### src/shared/gcr_pkg.sv
`default_nettype none
package gcr_pkg;
    // Pin count and command codes
    localparam int unsigned GCR_NUM_PINS = 5;
    localparam logic [7:0] GCR_CMD_SET = 8'h22;
    localparam logic [7:0] GCR_CMD_READ = 8'h23;
    localparam logic [7:0] GCR_ACK_SET = 8'h62;
    localparam logic [7:0] GCR_ACK_READ = 8'h63;
    localparam logic [7:0] GCR_ERR_FLAG = 8'hc0;
    // Command port address layout: type code above, pin index below
    localparam int unsigned GCR_ADDR_TYPE_LSB = 8;
    localparam int unsigned GCR_ADDR_IDX_LSB = 0;
    // Set command write data layout
    localparam int unsigned GCR_WD_LEVEL_LSB = 0;
    localparam int unsigned GCR_WD_CFG_LSB = 8;
    localparam int unsigned GCR_WD_CFG_PRESENT = 16;
    // Read answer layout
    localparam int unsigned GCR_RD_IDX_LSB = 0;
    localparam int unsigned GCR_RD_STAT_LSB = 8;
    localparam int unsigned GCR_RD_LEVEL_LSB = 16;
    localparam int unsigned GCR_RD_CFG_LSB = 24;
    // Status byte bits
    localparam int unsigned GCR_ST_LEVEL = 0;
    localparam int unsigned GCR_ST_FALL = 1;
    localparam int unsigned GCR_ST_RISE = 2;
    // Level and configuration limits
    localparam logic [7:0] GCR_LEVEL_HIGH = 8'h64;
    localparam logic [7:0] GCR_CFG_MAX = 8'h0f;
    localparam int unsigned GCR_CFG_FUNC = 3;
    // Drive modes
    typedef enum logic [2:0] {
        GCR_DRV_HI_PULLDN = 3'h0,
        GCR_DRV_FAST_BOTH = 3'h1,
        GCR_DRV_HIZ = 3'h2,
        GCR_DRV_PULLUP_LO = 3'h3,
        GCR_DRV_SLOW_HI_Z = 3'h4,
        GCR_DRV_SLOW_BOTH = 3'h5,
        GCR_DRV_RESERVED = 3'h6,
        GCR_DRV_Z_SLOW_LO = 3'h7
    } gcr_drive_t;
    // Factory defaults, pin 4 in the top nibble
    localparam logic [19:0] GCR_CFG_RESET = 20'h31122;
    localparam logic [7:0] GCR_LEVEL_RESET = 8'h00;
    localparam int unsigned GCR_IMG_BITS = 12;
    // Timing
    localparam int unsigned GCR_CLK_HZ = 125_000_000;
    localparam int unsigned GCR_PWM_HZ = 100;
    localparam int unsigned GCR_PWM_STEPS = 100;
    localparam int unsigned GCR_SAMPLE_HZ = 32;
    // Boot sequencer states
    typedef enum logic [0:0] {
        GCR_ST_BOOT = 1'b0,
        GCR_ST_RUN = 1'b1
    } gcr_state_t;
endpackage : gcr_pkg
`default_nettype wire

### src/core/gcr_gpio.sv
// Notes on behaviour
// - Type 0x22 sets level; config optional
// - Pin index 0-4; 5-255 reserved
// - Level 0 low, 100 high, else PWM
// - Config byte 0-15: function, drive mode
// - Drive modes 000 to 011 as listed
// - Drive modes 100,101,111; 110 reserved
// - Function 1: pin follows user level
// - Function 0: default role, drive kept
// - Defaults: ATX power, ATX reset, sensor bus
// - Set answered with type 0x62 ack
// - Configuration saved in boot state
// - Type 0x23 reads one pin
// - Answer echoes the pin index
// - Bit 0 reports sampled pin level
// - Bit 1 flags falling edges since read
// - Bit 2 flags rising edges since read
// - Pins sampled at about 32 Hz
// - Byte 2 returns stored level
// - Byte 3 returns stored configuration
// - Sampled inputs are debounced
//
// The address map and the address-and-strobe port were left to the implementer.
`timescale 1ns/10ps
`default_nettype none
module gcr_gpio
    import gcr_pkg::*;
#(
    parameter int unsigned PWM_STEP_CYCLES = GCR_CLK_HZ / (GCR_PWM_HZ * GCR_PWM_STEPS),
    parameter int unsigned SAMPLE_CYCLES = GCR_CLK_HZ / GCR_SAMPLE_HZ
) (
    // Clock, reset, enable
    input wire logic ref_clk,
    input wire logic rst,
    input wire logic ce,
    // Command port
    input wire logic [15:0] addr,
    input wire logic [31:0] wdata,
    input wire logic wr,
    input wire logic rd,
    output logic [31:0] rdata,
    output logic ack_valid,
    output logic [7:0] ack_type,
    // Boot state storage
    input wire logic boot_store,
    input wire logic boot_image_valid,
    input wire logic [GCR_NUM_PINS*GCR_IMG_BITS-1:0] boot_image_in,
    output logic [GCR_NUM_PINS*GCR_IMG_BITS-1:0] boot_image_out,
    output logic boot_image_write,
    // Default pin functions
    input wire logic [GCR_NUM_PINS-1:0] alt_level,
    output logic [GCR_NUM_PINS-1:0] pin_level,
    // Pins
    input wire logic [GCR_NUM_PINS-1:0] pin_in,
    output logic [GCR_NUM_PINS-1:0] pin_out,
    output logic [GCR_NUM_PINS-1:0] pin_oe,
    output logic [GCR_NUM_PINS-1:0] pin_pull_up,
    output logic [GCR_NUM_PINS-1:0] pin_pull_down,
    output logic [GCR_NUM_PINS-1:0] pin_slow
);

    localparam int unsigned SW = (SAMPLE_CYCLES > 1) ? $clog2(SAMPLE_CYCLES) : 1;
    localparam int unsigned PW = (PWM_STEP_CYCLES > 1) ? $clog2(PWM_STEP_CYCLES) : 1;
    localparam logic [SW-1:0] SAMPLE_LAST = SW'(SAMPLE_CYCLES - 1);
    localparam logic [PW-1:0] STEP_LAST = PW'(PWM_STEP_CYCLES - 1);
    localparam logic [6:0] PHASE_LAST = 7'(GCR_PWM_STEPS - 1);
    localparam logic [7:0] PIN_LIMIT = 8'(GCR_NUM_PINS);

    // Pad drive: {oe, out, pull_up, pull_down, slow}
    function automatic logic [4:0] drive_of(input logic [2:0] mode, input logic v);
        logic [4:0] r;
        r = 5'h00;
        case (gcr_drive_t'(mode))
            GCR_DRV_HI_PULLDN: r = v ? 5'h18 : 5'h02;
            GCR_DRV_FAST_BOTH: r = {1'b1, v, 3'h0};
            GCR_DRV_HIZ: r = 5'h00;
            GCR_DRV_PULLUP_LO: r = v ? 5'h04 : 5'h10;
            GCR_DRV_SLOW_HI_Z: r = v ? 5'h19 : 5'h00;
            GCR_DRV_SLOW_BOTH: r = {1'b1, v, 3'h1};
            GCR_DRV_Z_SLOW_LO: r = v ? 5'h00 : 5'h11;
            default: r = 5'h00; // Reserved code: float the pin
        endcase
        return r;
    endfunction : drive_of

    // Pin index check shared by both commands
    function automatic logic idx_ok(input logic [7:0] idx);
        return idx < PIN_LIMIT;
    endfunction : idx_ok

    // Decoded command fields
    logic [7:0] cmd_type;
    logic [7:0] cmd_idx;
    logic [2:0] sel;
    logic [7:0] wr_level;
    logic [7:0] wr_cfg;
    logic wr_has_cfg;
    logic set_ok;
    logic set_cmd;
    logic read_cmd;

    assign cmd_type = addr[GCR_ADDR_TYPE_LSB +: 8];
    assign cmd_idx = addr[GCR_ADDR_IDX_LSB +: 8];
    assign sel = cmd_idx[2:0];
    assign wr_level = wdata[GCR_WD_LEVEL_LSB +: 8];
    assign wr_cfg = wdata[GCR_WD_CFG_LSB +: 8];
    assign wr_has_cfg = wdata[GCR_WD_CFG_PRESENT];

    // Validity of a set: index, level range, config range, reserved drive code
    always_comb begin
        set_ok = idx_ok(cmd_idx) && (wr_level <= GCR_LEVEL_HIGH);
        if (wr_has_cfg) begin
            set_ok = set_ok && (wr_cfg <= GCR_CFG_MAX)
                && (gcr_drive_t'(wr_cfg[2:0]) != GCR_DRV_RESERVED);
        end
    end

    gcr_state_t state_q;
    assign set_cmd = ce && wr && (cmd_type == GCR_CMD_SET) && (state_q == GCR_ST_RUN);
    assign read_cmd = ce && rd && (cmd_type == GCR_CMD_READ);

    // Per-pin stored settings
    logic [7:0] level_q [GCR_NUM_PINS];
    logic [3:0] cfg_q [GCR_NUM_PINS];

    // Boot sequencer: first enabled cycle after reset restores saved state
    always_ff @(posedge ref_clk or posedge rst) begin
        if (rst) begin
            state_q <= GCR_ST_BOOT;
        end else if (ce) begin
            case (state_q)
                GCR_ST_BOOT: state_q <= GCR_ST_RUN;
                GCR_ST_RUN: state_q <= GCR_ST_RUN;
                default: state_q <= GCR_ST_BOOT;
            endcase
        end
    end

    // Settings storage; reset gives factory defaults, boot image overrides
    generate
        for (genvar p = 0; p < GCR_NUM_PINS; p++) begin : g_cfg
            always_ff @(posedge ref_clk or posedge rst) begin
                if (rst) begin
                    level_q[p] <= GCR_LEVEL_RESET;
                    cfg_q[p] <= GCR_CFG_RESET[p*4 +: 4];
                end else if (ce) begin
                    if (state_q == GCR_ST_BOOT && boot_image_valid) begin
                        level_q[p] <= boot_image_in[p*GCR_IMG_BITS +: 8];
                        cfg_q[p] <= boot_image_in[p*GCR_IMG_BITS + 8 +: 4];
                    end else if (set_cmd && set_ok && sel == 3'(p)) begin
                        level_q[p] <= wr_level;
                        if (wr_has_cfg) begin
                            cfg_q[p] <= wr_cfg[3:0];
                        end
                    end
                end
            end
        end
    endgenerate

    // Snapshot of settings for the nonvolatile store
    always_ff @(posedge ref_clk or posedge rst) begin
        if (rst) begin
            boot_image_out <= '0;
            boot_image_write <= 1'b0;
        end else if (ce) begin
            boot_image_write <= boot_store && (state_q == GCR_ST_RUN);
            if (boot_store && state_q == GCR_ST_RUN) begin
                for (int p = 0; p < GCR_NUM_PINS; p++) begin
                    boot_image_out[p*GCR_IMG_BITS +: GCR_IMG_BITS] <= {cfg_q[p], level_q[p]};
                end
            end
        end
    end

    // Sample tick; free running so command timing never moves it
    logic [SW-1:0] sample_cnt_q;
    logic sample_tick;
    assign sample_tick = (sample_cnt_q == SAMPLE_LAST);

    always_ff @(posedge ref_clk or posedge rst) begin
        if (rst) begin
            sample_cnt_q <= '0;
        end else if (ce) begin
            sample_cnt_q <= sample_tick ? '0 : sample_cnt_q + 1'b1;
        end
    end

    // Two agreeing samples in a row are needed before a level is accepted
    logic [GCR_NUM_PINS-1:0] raw_q;
    logic [GCR_NUM_PINS-1:0] stable_q;
    logic [GCR_NUM_PINS-1:0] rise_ev;
    logic [GCR_NUM_PINS-1:0] fall_ev;

    always_ff @(posedge ref_clk or posedge rst) begin
        if (rst) begin
            raw_q <= '0;
            stable_q <= '0;
        end else if (ce && sample_tick) begin
            raw_q <= pin_in;
            for (int p = 0; p < GCR_NUM_PINS; p++) begin
                if (pin_in[p] == raw_q[p]) begin
                    stable_q[p] <= pin_in[p];
                end
            end
        end
    end

    // Edge events on the debounced level only, so bounce never sets a flag
    always_comb begin
        for (int p = 0; p < GCR_NUM_PINS; p++) begin
            rise_ev[p] = sample_tick && (pin_in[p] == raw_q[p]) && pin_in[p] && !stable_q[p];
            fall_ev[p] = sample_tick && (pin_in[p] == raw_q[p]) && !pin_in[p] && stable_q[p];
        end
    end

    assign pin_level = stable_q;

    // Sticky edge flags; an edge in the read cycle survives the clear
    logic [GCR_NUM_PINS-1:0] rise_q;
    logic [GCR_NUM_PINS-1:0] fall_q;
    logic [GCR_NUM_PINS-1:0] flag_clr;

    always_comb begin
        for (int p = 0; p < GCR_NUM_PINS; p++) begin
            flag_clr[p] = read_cmd && idx_ok(cmd_idx) && (sel == 3'(p));
        end
    end

    always_ff @(posedge ref_clk or posedge rst) begin
        if (rst) begin
            rise_q <= '0;
            fall_q <= '0;
        end else if (ce) begin
            rise_q <= rise_ev | (rise_q & ~flag_clr);
            fall_q <= fall_ev | (fall_q & ~flag_clr);
        end
    end

    // Read answer and acknowledge, both one cycle after the strobe
    always_ff @(posedge ref_clk or posedge rst) begin
        if (rst) begin
            rdata <= '0;
            ack_valid <= 1'b0;
            ack_type <= '0;
        end else if (ce) begin
            rdata <= '0;
            ack_valid <= 1'b0;
            if (read_cmd) begin
                ack_valid <= 1'b1;
                if (idx_ok(cmd_idx)) begin
                    ack_type <= GCR_ACK_READ;
                    rdata[GCR_RD_IDX_LSB +: 8] <= cmd_idx;
                    rdata[GCR_RD_STAT_LSB + GCR_ST_LEVEL] <= stable_q[sel];
                    rdata[GCR_RD_STAT_LSB + GCR_ST_FALL] <= fall_q[sel];
                    rdata[GCR_RD_STAT_LSB + GCR_ST_RISE] <= rise_q[sel];
                    rdata[GCR_RD_LEVEL_LSB +: 8] <= level_q[sel];
                    rdata[GCR_RD_CFG_LSB +: 8] <= {4'h0, cfg_q[sel]};
                end else begin
                    ack_type <= GCR_ERR_FLAG | GCR_CMD_READ;
                end
            end else if (ce && wr && cmd_type == GCR_CMD_SET) begin
                ack_valid <= 1'b1;
                // Refused while restoring, when any field is out of range, or on the reserved drive code
                ack_type <= (set_cmd && set_ok) ? GCR_ACK_SET
                                                : (GCR_ERR_FLAG | GCR_CMD_SET);
            end
        end
    end

    // PWM timebase: 100 phases per period
    logic [PW-1:0] step_cnt_q;
    logic [6:0] phase_q;

    always_ff @(posedge ref_clk or posedge rst) begin
        if (rst) begin
            step_cnt_q <= '0;
            phase_q <= '0;
        end else if (ce) begin
            if (step_cnt_q == STEP_LAST) begin
                step_cnt_q <= '0;
                phase_q <= (phase_q == PHASE_LAST) ? 7'h00 : phase_q + 7'h01;
            end else begin
                step_cnt_q <= step_cnt_q + 1'b1;
            end
        end
    end

    // Pad drivers, registered so the pins never glitch on decode
    generate
        for (genvar p = 0; p < GCR_NUM_PINS; p++) begin : g_pad
            logic want;
            logic [4:0] pad;
            // Level 0 never beats the phase, 100 always does
            assign want = cfg_q[p][GCR_CFG_FUNC] ? (level_q[p] > {1'b0, phase_q})
                                                 : alt_level[p];
            assign pad = drive_of(cfg_q[p][2:0], want);

            always_ff @(posedge ref_clk or posedge rst) begin
                if (rst) begin
                    pin_oe[p] <= 1'b0;
                    pin_out[p] <= 1'b0;
                    pin_pull_up[p] <= 1'b0;
                    pin_pull_down[p] <= 1'b0;
                    pin_slow[p] <= 1'b0;
                end else if (ce) begin
                    pin_oe[p] <= pad[4];
                    pin_out[p] <= pad[3];
                    pin_pull_up[p] <= pad[2];
                    pin_pull_down[p] <= pad[1];
                    pin_slow[p] <= pad[0];
                end
            end
        end
    endgenerate

endmodule : gcr_gpio
`default_nettype wire

### config.mk
export PLATFORM = sky130hd
export DESIGN_NAME = gcr_gpio
export DESIGN_NICKNAME = d
export VERILOG_FILES = /design/src/shared/gcr_pkg.sv /design/src/core/gcr_gpio.sv
export SDC_FILE = /design/constraint.sdc
export NUM_CORES = 1
export LEC_CHECK = 0
export BUFFER_PORTS_ARGS = -buffer_cell sky130_fd_sc_hd__buf_2
export CAP_MARGIN = 40
export CORE_ASPECT_RATIO = 1.2
export CORE_MARGIN = 2
export CORE_UTILIZATION = 50
export DETAILED_ROUTE_END_ITERATION = 10
export HOLD_SLACK_MARGIN = 0.06
export PLACE_DENSITY = 0.81
export REMOVE_ABC_BUFFERS = 1
export SLEW_MARGIN = 20
export SYNTH_ARGS = -nofsm -noshare
export SYNTH_HDL_FRONTEND = slang
export SYNTH_SLANG_ARGS = --single-unit
### constraint.sdc
create_clock -name ref_clk -period 14.3 [get_ports ref_clk]
set_input_delay 1.43 -clock ref_clk [delete_from_list [all_inputs] [get_ports ref_clk]]
set_output_delay 1.43 -clock ref_clk [all_outputs]
set_load 0.005 [all_outputs]
==> summary by stage, run 1 <==
Outcome
The flow ran to the end, and the final reports show no timing, DRC or antenna violations.

Clocking
The later pin in the worst-skew pair is clocked with a latency of 0.55 ns. Hold repair after CTS inserted 0 buffers. The number of gates resized after cts is 0. The number of H-tree levels is 1.

The number of sinks on the clock net is 237. TritonCTS built the clock tree. After clock tree synthesis, the clock-pin slew on the worst setup and hold paths is 0.06 ns. The tree is rooted in a clkbuf_16.

In this run, CTS created clock tree buffers numbering 25. The clock passes through at most 3 buffers. The total setup buffers inserted after CTS is 0.

Global route
The number of antenna violations at the first check in global routing is 4. In the global route stage, overall resource usage came out at 28.0%. The via count of the first global-routing pass is 10,100. The total overflow left after global routing is 0. Entering global routing, the biggest net connects 103 pins. The first global-routing pass estimated 55,800 µm of wire.

Flow run
The max capacitance violation total is 0.

Critical path
The worst setup path is captured at a register. The endpoint arrival time on the critical path is 3.98 ns. The setup path with the least slack is of type in -> reg. The capture instance of the worst register-to-register path is pin_level[0]. The largest fanout of any net on the critical path is 75.

The number of cell instances on the worst register-to-register path is 5. STA classifies the critical path startpoint as an input pin. The required time of the critical path is 14.70 ns. The worst setup path startpoint is ce. The startpoint identified for the worst register-to-register timing path is sample_cnt_q[2]. The setup slack of the worst register-to-register path is 11.63 ns.

Timing
The clock period minus worst slack is 3.58 ns. Clock skew on the completed layout was measured at 0.0380 ns. The final number of setup-violating endpoints is 0. In this run the tightest slew margin relative to its limit is 46.0%.

The upper clock frequency limit is 279 MHz. The number of pins with negative max-slew slack in the final report is 0. For the pin with the worst max-slew slack, the measured transition is 0.808 ns. The final-report hold violation count came to 0. The final period utilization is 25.0%. Adding up every negative setup slack in the final design gives 0 ns.

Setup repair after global routing left no endpoint under its margin.

Pwr
The largest voltage drop on the vdd net is 0.103 mV. Summed over all cells, the static leakage comes to 6.84 nW. Overall power consumption after layout is estimated at 0.00172 W. The power per unit of standard cell area is 121 nW/µm².

Drt
After detailed routing, the average wire length per cell comes to 21.9 µm. The total length of routed wires is 35,500 µm. The first detailed-routing pass took 9 iterations.

Once detail routing completed, the nets flagged for antenna violations numbered 0. The post-route DRC violation count is 0. In this run, the number of DRC markers left after iteration 0 of detailed routing was 723. The final route contains 10,100 vias.

After detailed routing, the number of vias per cell comes to 6.25.

Yosys
The flip-flop and latch count after synthesis is 237. The cell accounting for the most synthesized area is dfrtp_1. The fraction of registers with async set/reset is 100%. In the synthesized netlist, the cells that appear most often are dfrtp_1 (231), nand2_1 (85), o21ai_0 (62), mux2_2 (47). The post-synthesis area per instance is 11.1 µm². The xor/xnor share of the synthesized area is 1.84%. Summing every instance area after synthesis gives 11,900 µm². By area, the combinational part of the netlist is dominated by compound AO/OA/AOI/OAI gates.

Yosys mapped a number of flops with a built-in enable equal to 0. The area share of and/or/nand/nor cells after synthesis is 15.6%. The sequential cell area fraction in the yosys report is 49.8%.

The number of instances in the synthesized netlist is 1,069. The multiplexer share of the synthesized area is 7.44%. By area the synthesized netlist is led by dfrtp_1 (49%), mux2_2 (4.4%), ha_1 (4.1%), o221a_2 (3.3%), mux4_2 (2.8%). The dominant synthesized flop cell is dfrtp_1. The number of distinct standard cells referenced by the synthesized netlist is 66. The adder-cell area share of the yosys netlist is 4.09%. The compound-gate portion of the synthesized area is 17.0%. The portion of synthesized cell area occupied by the leading cell type is 48.5%. dfrtp_1 is the most common cell in the netlist. Yosys printed 0 warnings.

Floorplan
The standard-cell row count is 61. Measured along the x axis, the die boundary spans 145 µm. The floorplan die height is 173 µm. The floorplan step defined a core boundary enclosing 23,300 µm². The initial standard-cell utilization of the core is 51.2%.

The die covers 25,100 µm². During I/O placement, the number of pins put on the boundary was 257.

Worst hold path
The path with the worst hold slack has its endpoint at rdata[2]. In this run the most critical hold path is launched from rdata[2]. The number of cells on the worst hold path is 1. The worst hold path belongs to the class reg -> reg.

Place
The number of buffers inserted by port buffering is 229. The final weighted congestion in routability-driven placement is 0.904. The half-perimeter wire length after placement is 24,900 µm.

Final layout
Cells with a size suffix above 1 make up 30.9% of the layout. Compared with the post-synthesis result, the final layout area differs by 19.2%. The number of nets in the final layout is 1,447.
[per-layer routing]
layer / GRT usage (%) / up-vias / part of all wire (%) / wire (µm)
met2: 46.3 / 499 / 49 / 17300
met5: 0 / - / 0.076 / 27
met4: 14.2 / 4 / 5.4 / 1900
li1: - / 4450 / - / -
met1: 35.4 / 5050 / 39 / 13800
met3: 5.09 / 121 / 7.1 / 2530
[worst max-delay path by stage]
stage                        to  slack [ns]  cells past startpoint
detailed placement    fall_q[4]       10.24                      8
CTS                   fall_q[4]       10.79                      8
floorplan           ack_type[0]        6.38                      1
global route          fall_q[4]       10.63                      8
finish                fall_q[4]       10.72                      8
global placement      fall_q[4]       10.28                      8
[through the flow]
step                util [%]  area (µm²)  setup WS [ns]  hold slack (ns)  std cells
finish                  61.0       14200          10.72            0.473       1619
global route            61.0       14200          10.63            0.491       1619
global placement        57.0       13300          10.28            0.460       1566
CTS                     60.9       14200          10.79            0.477       1616
floorplan                  -       11600           6.38            0.447       1014
detailed placement      57.3       13300          10.24            0.464       1570
[kinds of logic after synthesis]
family	after synthesis
compound gates	260
xor+xnor	25
fa+ha+maj	39
buf+inv	109
flops	237
mux	64
other cells	1
simple gates	334
[sequential cells by signal, indices dropped and copies added, names as in the netlist]
signal and flops:
boot_image_out 60, pin_oe 5, rise_q 5, state_q 1, phase_q 7, pin_slow 5
ack_valid 1, raw_q 5, pin_out 5, cfg_q 20, step_cnt_q 14, pin_pull_down 5
rdata 23, sample_cnt_q 22, level_q 40, ack_type 3, fall_q 5, pin_pull_up 5
boot_image_write 1, pin_level 5
[where the power goes]
group	internal [W]	total, W	leakage (nW)	switching [W]
Sequential	0.000739	0.000808	2.99	0.0000692
Combinational	0.000122	0.000249	3.44	0.000126
Clock	0.000399	0.000668	0.407	0.000270
Total	0.00126	0.00172	6.84	0.000465
[area by class of cell]
type,count,area (µm²)
antenna,2,5.00
clock buffer,39,718
clock inverter,7,114
fill,1862,9080
inverter,43,169
multi-input combinational,734,5560
sequential,237,5940
tap,315,394
timing repair buffer,242,1300
[cell usage in the layout (no fill, tap or decap), types with 35 or more instances in the layout]
master,n
or3_1,37
o221a_2,35
nand2_1,85
dfrtp_1,231
buf_2,229
inv_1,41
ha_1,39
o21ai_0,62
mux2_2,47
nor2_1,36
and3_1,41
[worst max-delay path: stages]
cell and delay [ns]:
buf_2 0.07, buf_4 0.60, and4bb_2 0.38, nand3_2 0.13
nor3_2 0.39, buf_4 0.38, and2_1 0.39, o32ai_2 0.14
Power figures use the tool's default switching activity.
==> run 2: changes to the inputs <==
--- a/config.mk
+++ b/config.mk
@@ -12,7 +12,7 @@
 export CORE_UTILIZATION = 50
 export DETAILED_ROUTE_END_ITERATION = 10
 export HOLD_SLACK_MARGIN = 0.06
-export PLACE_DENSITY = 0.81
+export PLACE_DENSITY = 0.84
 export REMOVE_ABC_BUFFERS = 1
 export SLEW_MARGIN = 20
 export SYNTH_ARGS = -nofsm -noshare
==> constraint.sdc (replaced) <==
create_clock -name ref_clk -period 3.25 [get_ports ref_clk]
set_input_delay 0.325 -clock ref_clk [delete_from_list [all_inputs] [get_ports ref_clk]]
set_output_delay 0.325 -clock ref_clk [all_outputs]
set_load 0.005 [all_outputs]
==> summary by stage, run 2 (synthesis gave the netlist of run 1 again) <==
Drt
The routed metal-1 wire length is 13,400 µm (-2.6%). The post-route DRC violation count is 0 (unchanged). The top metal layer carrying routed signals is met5. The total length of routed wires is 35,700 µm (+0.57%).

The iteration-0 DRC count of the detailed router is 942 (+30%). The detailed-route wire length per cell is 22.0 µm (+0.20%). The met2 wirelength from detailed routing came to 17,700 µm (+2.4%). The total via count after detailed routing is 10,100 (-0.45%). The first-pass detailed-route iteration total is 5 (-4).

The antenna violation net count after detailed routing is 0 (unchanged). The via density per instance was 6.20 (-0.82%). The wire length on met3 is 3000 µm (+18%).

Floorplan
The standard-cell row count is 61 (unchanged). The die area came to 25,100 µm² (unchanged). The chip width was 145 µm (unchanged). The floorplan die height is 173 µm (unchanged). The initial standard-cell utilization of the core is 51.2% (unchanged).

The core area is 23,300 µm² (unchanged). The count of boundary I/O pins was 257 (unchanged).

Critical path
The signal on the critical path passes through or4bb_1, nor4_2, nand3_1, o21ai_0, o21ai_0. The endpoint kind of the worst setup timing path is a register. The slowest stage cell on the critical path is nand3_1. The cell repeated most along the worst path is o21ai_0. The number of cell instances on the worst register-to-register path is 5 (unchanged). The required time of the critical path is 3.66 ns (-11.04 ns). The longest individual stage delay on the worst path is 0.62 ns (+0.02 ns).

The endpoint arrival time on the critical path came to 3.01 ns (-0.97 ns). The startpoint identified for the worst register-to-register timing path is sample_cnt_q[5]. The worst setup path is launched from a register. The largest fanout of any net on the critical path is 22 (-71%). The critical path in this run is classified as reg -> reg. Tracing the worst setup path back leads to its startpoint at sample_cnt_q[5].

Clocking
The insertion delay of the later-clocked pin in the worst-skew pair is 0.54 ns (about the same). The clock slew at the register clock pins of the worst setup and hold paths came to 0.06 ns (about the same). The number of clock buffers inserted by TritonCTS was 24 (-4.0%). The maximum clock insertion buffer count is 3 (unchanged). The number of H-tree levels is 1 (unchanged). The clock tree root driver cell is clkbuf_16.

The number of sinks on the clock net was 237 (unchanged). The total setup buffers inserted after CTS is 0 (unchanged). The TritonCTS clock tree is built.

Global route
The total routing resource utilization after global routing is 28.0% (about the same). The via count of the first global-routing pass is 10,200 (+0.71%). The largest net degree at the start of global routing is 110 (+6.8%). The number of antenna violations at the first check in global routing is 2 (-2). The first-pass GRT wire length is 55,800 µm (unchanged). The sum of overflow across all layers after global routing is 0 (unchanged).

Timing
The clock skew after layout came to 0.0255 ns (-0.0125 ns). The upper clock frequency limit is 385 MHz. The final number of setup-violating endpoints was 0 (unchanged). The number of pins with negative max-slew slack in the final report came to 0 (unchanged). The headroom to the max-slew limit is 48.2% (+2.3 points). The actual transition at the worst max-transition pin is 0.774 ns (-0.0332 ns).

For the finished layout, the period the worst path requires is 2.59 ns. Setup repair after global routing left no endpoint under its margin. The final period utilization is 79.8%.

The final-report hold violation count is 0 (unchanged).

Pwr
The largest voltage drop on the vdd net is 0.406 mV (+300%). The power per unit of standard cell area is 524 nW/µm² (+330%). The leakage power summed over all cells is 6.85 nW (+0.17%).

Final layout
Leaving out fill and tap cells, the most frequent cell in the layout is dfrtp_1. The flip-flop count of the largest register after layout is 60 (unchanged). The layout overhead on the synthesized area is 19.2% (about the same). The share of cells above drive strength 1 is 31.3% (+0.42 points). The top cell types in the final layout, fill and taps aside, are dfrtp_1 (231), buf_2 (229), nand2_1 (85). The design area came to 14,200 µm² (about the same). The utilization of the core after routing came to 61.0% (about the same). The largest registers in the layout are boot_image_out: 60 flops, level_q: 40 flops, rdata: 23 flops. The count of filler cells inserted in the layout was 1,815 (-2.5%). The number of nets in the final layout came to 1,457 (+0.69%).

The count of antenna diodes in the layout is 0 (-2). The register bank with the most flops is boot_image_out.

Place
The half-perimeter wire length after placement is 25,400 µm (+2.2%). The final weighted congestion in routability-driven placement is 0.890 (-1.5%). The standard cell area after detailed placement is 13,400 µm² (+0.28%). The number of buffers inserted by port buffering is 229 (unchanged).

Worst hold path
In this run the worst hold path is classified as in -> reg. The worst hold path begins at addr[8]. The number of cells on the worst hold path is 3 (+2).

Flow run
The max capacitance violation total came to 0 (unchanged).

Outcome
The run finished with clean final reports.
run 2: worst paths after layout:
path | to | slack [ns]
max | pin_level[4] | 0.66
min | ack_type[0] | 0.07
max reg2reg | pin_level[4] | 0.66
min reg2reg | boot_image_out[24] | 0.47
max in group asynchronous | cfg_q[0] | 1.89
min in group asynchronous | boot_image_out[27] | 0.46
run 2: repair_timing:
item                                   CTS  global route
hold buffers                             5             0
resized for setup                        0             0
endpoints found under the hold margin  110             0
run 2: per-stage QoR:
stage / instances / worst slack (ns) / hold slack, ns / setup TNS [ns] / total power [W]
finish: 1625 / 0.655 / 0.0675 / 0 / 0.00744
global placement: 1577 / 0.780 / 0.461 / 0 / 0.00462
detailed placement: 1577 / 0.697 / 0.466 / 0 / 0.00468
floorplan: 1014 / -3.57 / 0.391 / -834.74 / 0.00413
global route: 1625 / 0.425 / 0.104 / 0 / 0.00774
CTS: 1625 / 0.682 / 0.0605 / 0 / 0.00744
run 2: critical path: cells and delay by family, from the launching register on:
family / cells / cell delay [ns]
AND/OR/NAND/NOR: 3 / 1.56
flip-flops: 1 / 0.45
AO/OA/AOI/OAI: 2 / 0.47
run 2: layout make-up:
cell class	count	area [µm²]	area share, %
sequential	237	5940	41.8
multi-input combinational	734	5560	39.1
timing repair buffer	253	1360	9.60
clock buffer	32	661	4.65
tap	315	394	2.77
inverter	43	169	1.19
clock inverter	11	125	0.881
run 2: metal layers:
| layer | vias to the layer above | GRT usage (%) |
|---|---|---|
| met5 | - | 0 |
| met4 | 4 | 12.0 |
| met3 | 106 | 5.49 |
| met2 | 506 | 48.1 |
| met1 | 5014 | 34.4 |
| li1 | 4448 | - |
run 2: where the power goes:
part	switching [W]	total [W]	internal [W]
logic	0.000561	0.00110	0.000543
registers	0.000297	0.00355	0.00325
clock network	0.00119	0.00279	0.00159
total	0.00205	0.00744	0.00539
==> run 3: changes to the inputs <==
==> constraint.sdc (replaced) <==
create_clock -name ref_clk -period 2.3 [get_ports ref_clk]
set_input_delay 0.23 -clock ref_clk [delete_from_list [all_inputs] [get_ports ref_clk]]
set_output_delay 0.23 -clock ref_clk [all_outputs]
set_load 0.005 [all_outputs]
==> summary by stage, run 3 (synthesis gave the netlist of run 1 again) <==
Drt
The total via count after detailed routing is 10,500 (+4.4%). The post-route DRC violation count is 0 (unchanged). The total length of routed wires is 37,000 µm (+3.6%).

The first-pass detailed-route iteration total is 8 (+3). The via density per instance is 6.18 (-0.34%). The detailed-route wire length per cell is 21.7 µm (-1.1%).

The antenna violation net count after detailed routing came to 0 (unchanged). The iteration-0 DRC count of the detailed router is 881 (-6.5%).

Place
The half-perimeter wire length after placement is 25,900 µm (+1.6%). The worst slack at placement is 0.00637 ns (-0.691 ns). The final weighted congestion in routability-driven placement was 0.896 (+0.67%). The number of buffers inserted by port buffering came to 229 (unchanged).

Clocking
The insertion delay of the later-clocked pin in the worst-skew pair is 0.55 ns (about the same). The clock slew at the register clock pins of the worst setup and hold paths is 0.07 ns (about the same). The maximum clock insertion buffer count came to 3 (unchanged). The number of clock buffers inserted by TritonCTS is 26 (+8.3%).

The number of H-tree levels is 1 (unchanged). The total setup buffers inserted after CTS is 0 (unchanged). The clock tree root driver cell is clkbuf_16.

The TritonCTS clock tree is built. The number of sinks on the clock net is 237 (unchanged).

Final layout
The share of cells above drive strength 1 is 32.4% (+1.1 points). The area growth from synthesis to layout is 26.7%. The library cells used most frequently in the layout, excluding fill and tap cells, are dfrtp_1 (231), buf_2 (229), nand2_1 (85). The flip-flop count of the largest register after layout was 60 (unchanged). The library cell used most frequently in the layout, excluding fill and tap cells, is dfrtp_1. The count of filler cells inserted in the layout is 1,679 (-7.5%). The number of nets in the final layout is 1,531 (+5.1%). The largest registers in the layout are boot_image_out: 60 flops, level_q: 40 flops, rdata: 23 flops.

The register with the most flip-flops in the final layout is boot_image_out.

Critical path
The worst setup path category is reg -> reg. The slowest stage of the critical path belongs to the cell or4_1. The worst setup path is captured at a register. The endpoint arrival time on the critical path was 2.64 ns (-0.37 ns). The startpoint type of the worst setup path is a register.

The signal on the critical path passes through or4_1, nor4_4, and3_1, a31oi_1, a311oi_1. The longest individual stage delay on the worst path is 0.59 ns (-0.03 ns). The largest fanout of any net on the critical path is 6 (-73%). The required time of the critical path is 2.73 ns (-0.93 ns).

Floorplan
The standard-cell row count is 61 (unchanged). The count of boundary I/O pins came to 257 (unchanged). The core area is 23,300 µm² (unchanged). The die area is 25,100 µm² (unchanged). The initial standard-cell utilization of the core is 51.2% (unchanged). The chip width was 145 µm (unchanged).

The floorplan die height was 173 µm (unchanged).

Timing
Setup repair after global routing left no endpoint under its margin. The final number of setup-violating endpoints was 0 (unchanged). The post-route setup TNS came to 0 ns (unchanged). The number of pins with negative max-slew slack in the final report is 0 (unchanged).

The final period utilization is 96.1% (+16 points). The headroom to the max-slew limit came to 59.4% (+11 points). The clock period minus worst slack is 2.21 ns (-0.385 ns). The actual transition at the worst max-transition pin is 0.609 ns (-0.165 ns).

The upper clock frequency limit came to 453 MHz (+17%). The final worst slack was 0.0905 ns (-0.565 ns). The clock skew after layout came to 0.0293 ns (+0.00371 ns). The final-report hold violation count is 0 (unchanged).

Pwr
The largest voltage drop on the vdd net is 0.652 mV (+61%). The power per unit of standard cell area is 732 nW/µm² (+40%). The leakage power summed over all cells is 7.24 nW (+5.6%).

Global route
The sum of overflow across all layers after global routing is 0 (unchanged). The number of antenna violations at the first check in global routing is 1 (-1). The total routing resource utilization after global routing is 29.1% (+1.1 points).

The first-pass GRT wire length was 58,400 µm (+4.5%). The largest net degree at the start of global routing came to 113 (+2.7%). The via count of the first global-routing pass came to 10,600 (+4.3%).

Outcome
The run finished with clean final reports.

Worst hold path
The tightest min-delay check is of the in -> reg type.

Flow run
The max capacitance violation total is 0 (unchanged).
run 3: changes by cell type in the layout (fill, tap and decap cells not counted), sizes merged:
cell,before,now
inv,43,46
dlygate4sd3,5,55
buf,248,270
clkinvlp,2,4
clkbuf,32,31
clkinv,7,8
diode,0,1
run 3: area by class of cell:
cell class | count | area (µm²) | share of cell area, %
well taps | 315 | 394 | 2.61
clock buffers | 31 | 709 | 4.70
multi-input cells | 734 | 5580 | 36.9
flip-flops and latches | 237 | 5940 | 39.3
inverters | 43 | 169 | 1.12
clock inverters | 17 | 194 | 1.28
repair buffers | 325 | 2120 | 14.0
diodes | 1 | 2.50 | 0.0166
run 3: through the flow:
stage	area (µm²)	hold WS [ns]	utilization, %	instances	total power [W]
after floorplan	11600	0.296	-	1014	0.00584
after global placement	13600	0.224	58.5	1599	0.00657
after detailed placement	13600	0.224	58.5	1599	0.00666
after CTS	15100	0.0606	64.8	1702	0.0110
after global routing	15100	0.0603	64.9	1703	0.0115
final	15100	0.0479	64.9	1703	0.0111
run 3: power by group:
group,switching [W],internal (W),leakage (nW)
clock network,0.00187,0.00248,0.431
registers,0.000399,0.00459,2.99
logic,0.000854,0.000868,3.81
total,0.00312,0.00794,7.24
run 3: worst paths after layout:
| check | start | end | slack (ns) | depth (start not counted) |
|---|---|---|---|---|
| min | boot_image_in[25] | level_q[17] | 0.05 | 3 |
| max reg2reg | step_cnt_q[11] | phase_q[6] | 0.09 | 5 |
| min reg2reg | boot_image_out[48] | boot_image_out[48] | 0.48 | 2 |
| max in group asynchronous | rst | sample_cnt_q[14] | 1.20 | 4 |
| min in group asynchronous | rst | boot_image_out[14] | 0.19 | 3 |
| max | step_cnt_q[11] | phase_q[6] | 0.09 | 5 |
run 3: metal layers:
| metal | vias to the layer above | GRT usage (%) | wire length (µm) |
|---|---|---|---|
| met3 | 150 | 6.07 | 3420 |
| met4 | 0 | 13.8 | 1980 |
| met1 | 5128 | 35.6 | 13400 |
| met2 | 634 | 49.3 | 18300 |
| met5 | - | 0 | 0 |
| li1 | 4614 | - | - |
run 3: what timing repair did:
action                                  CTS  global route
hold buffers                             55             0
pin swaps                                 0             1
endpoints found under the hold margin   175             0
gates resized for setup                   1             9
endpoints found under the setup margin    1            58
run 3: critical path: cells and delay by family, from the launching register on:
kind	cells	cell delay (ns)
flip-flops	1	0.42
AO/OA/AOI/OAI	2	0.42
AND/OR/NAND/NOR	3	1.27
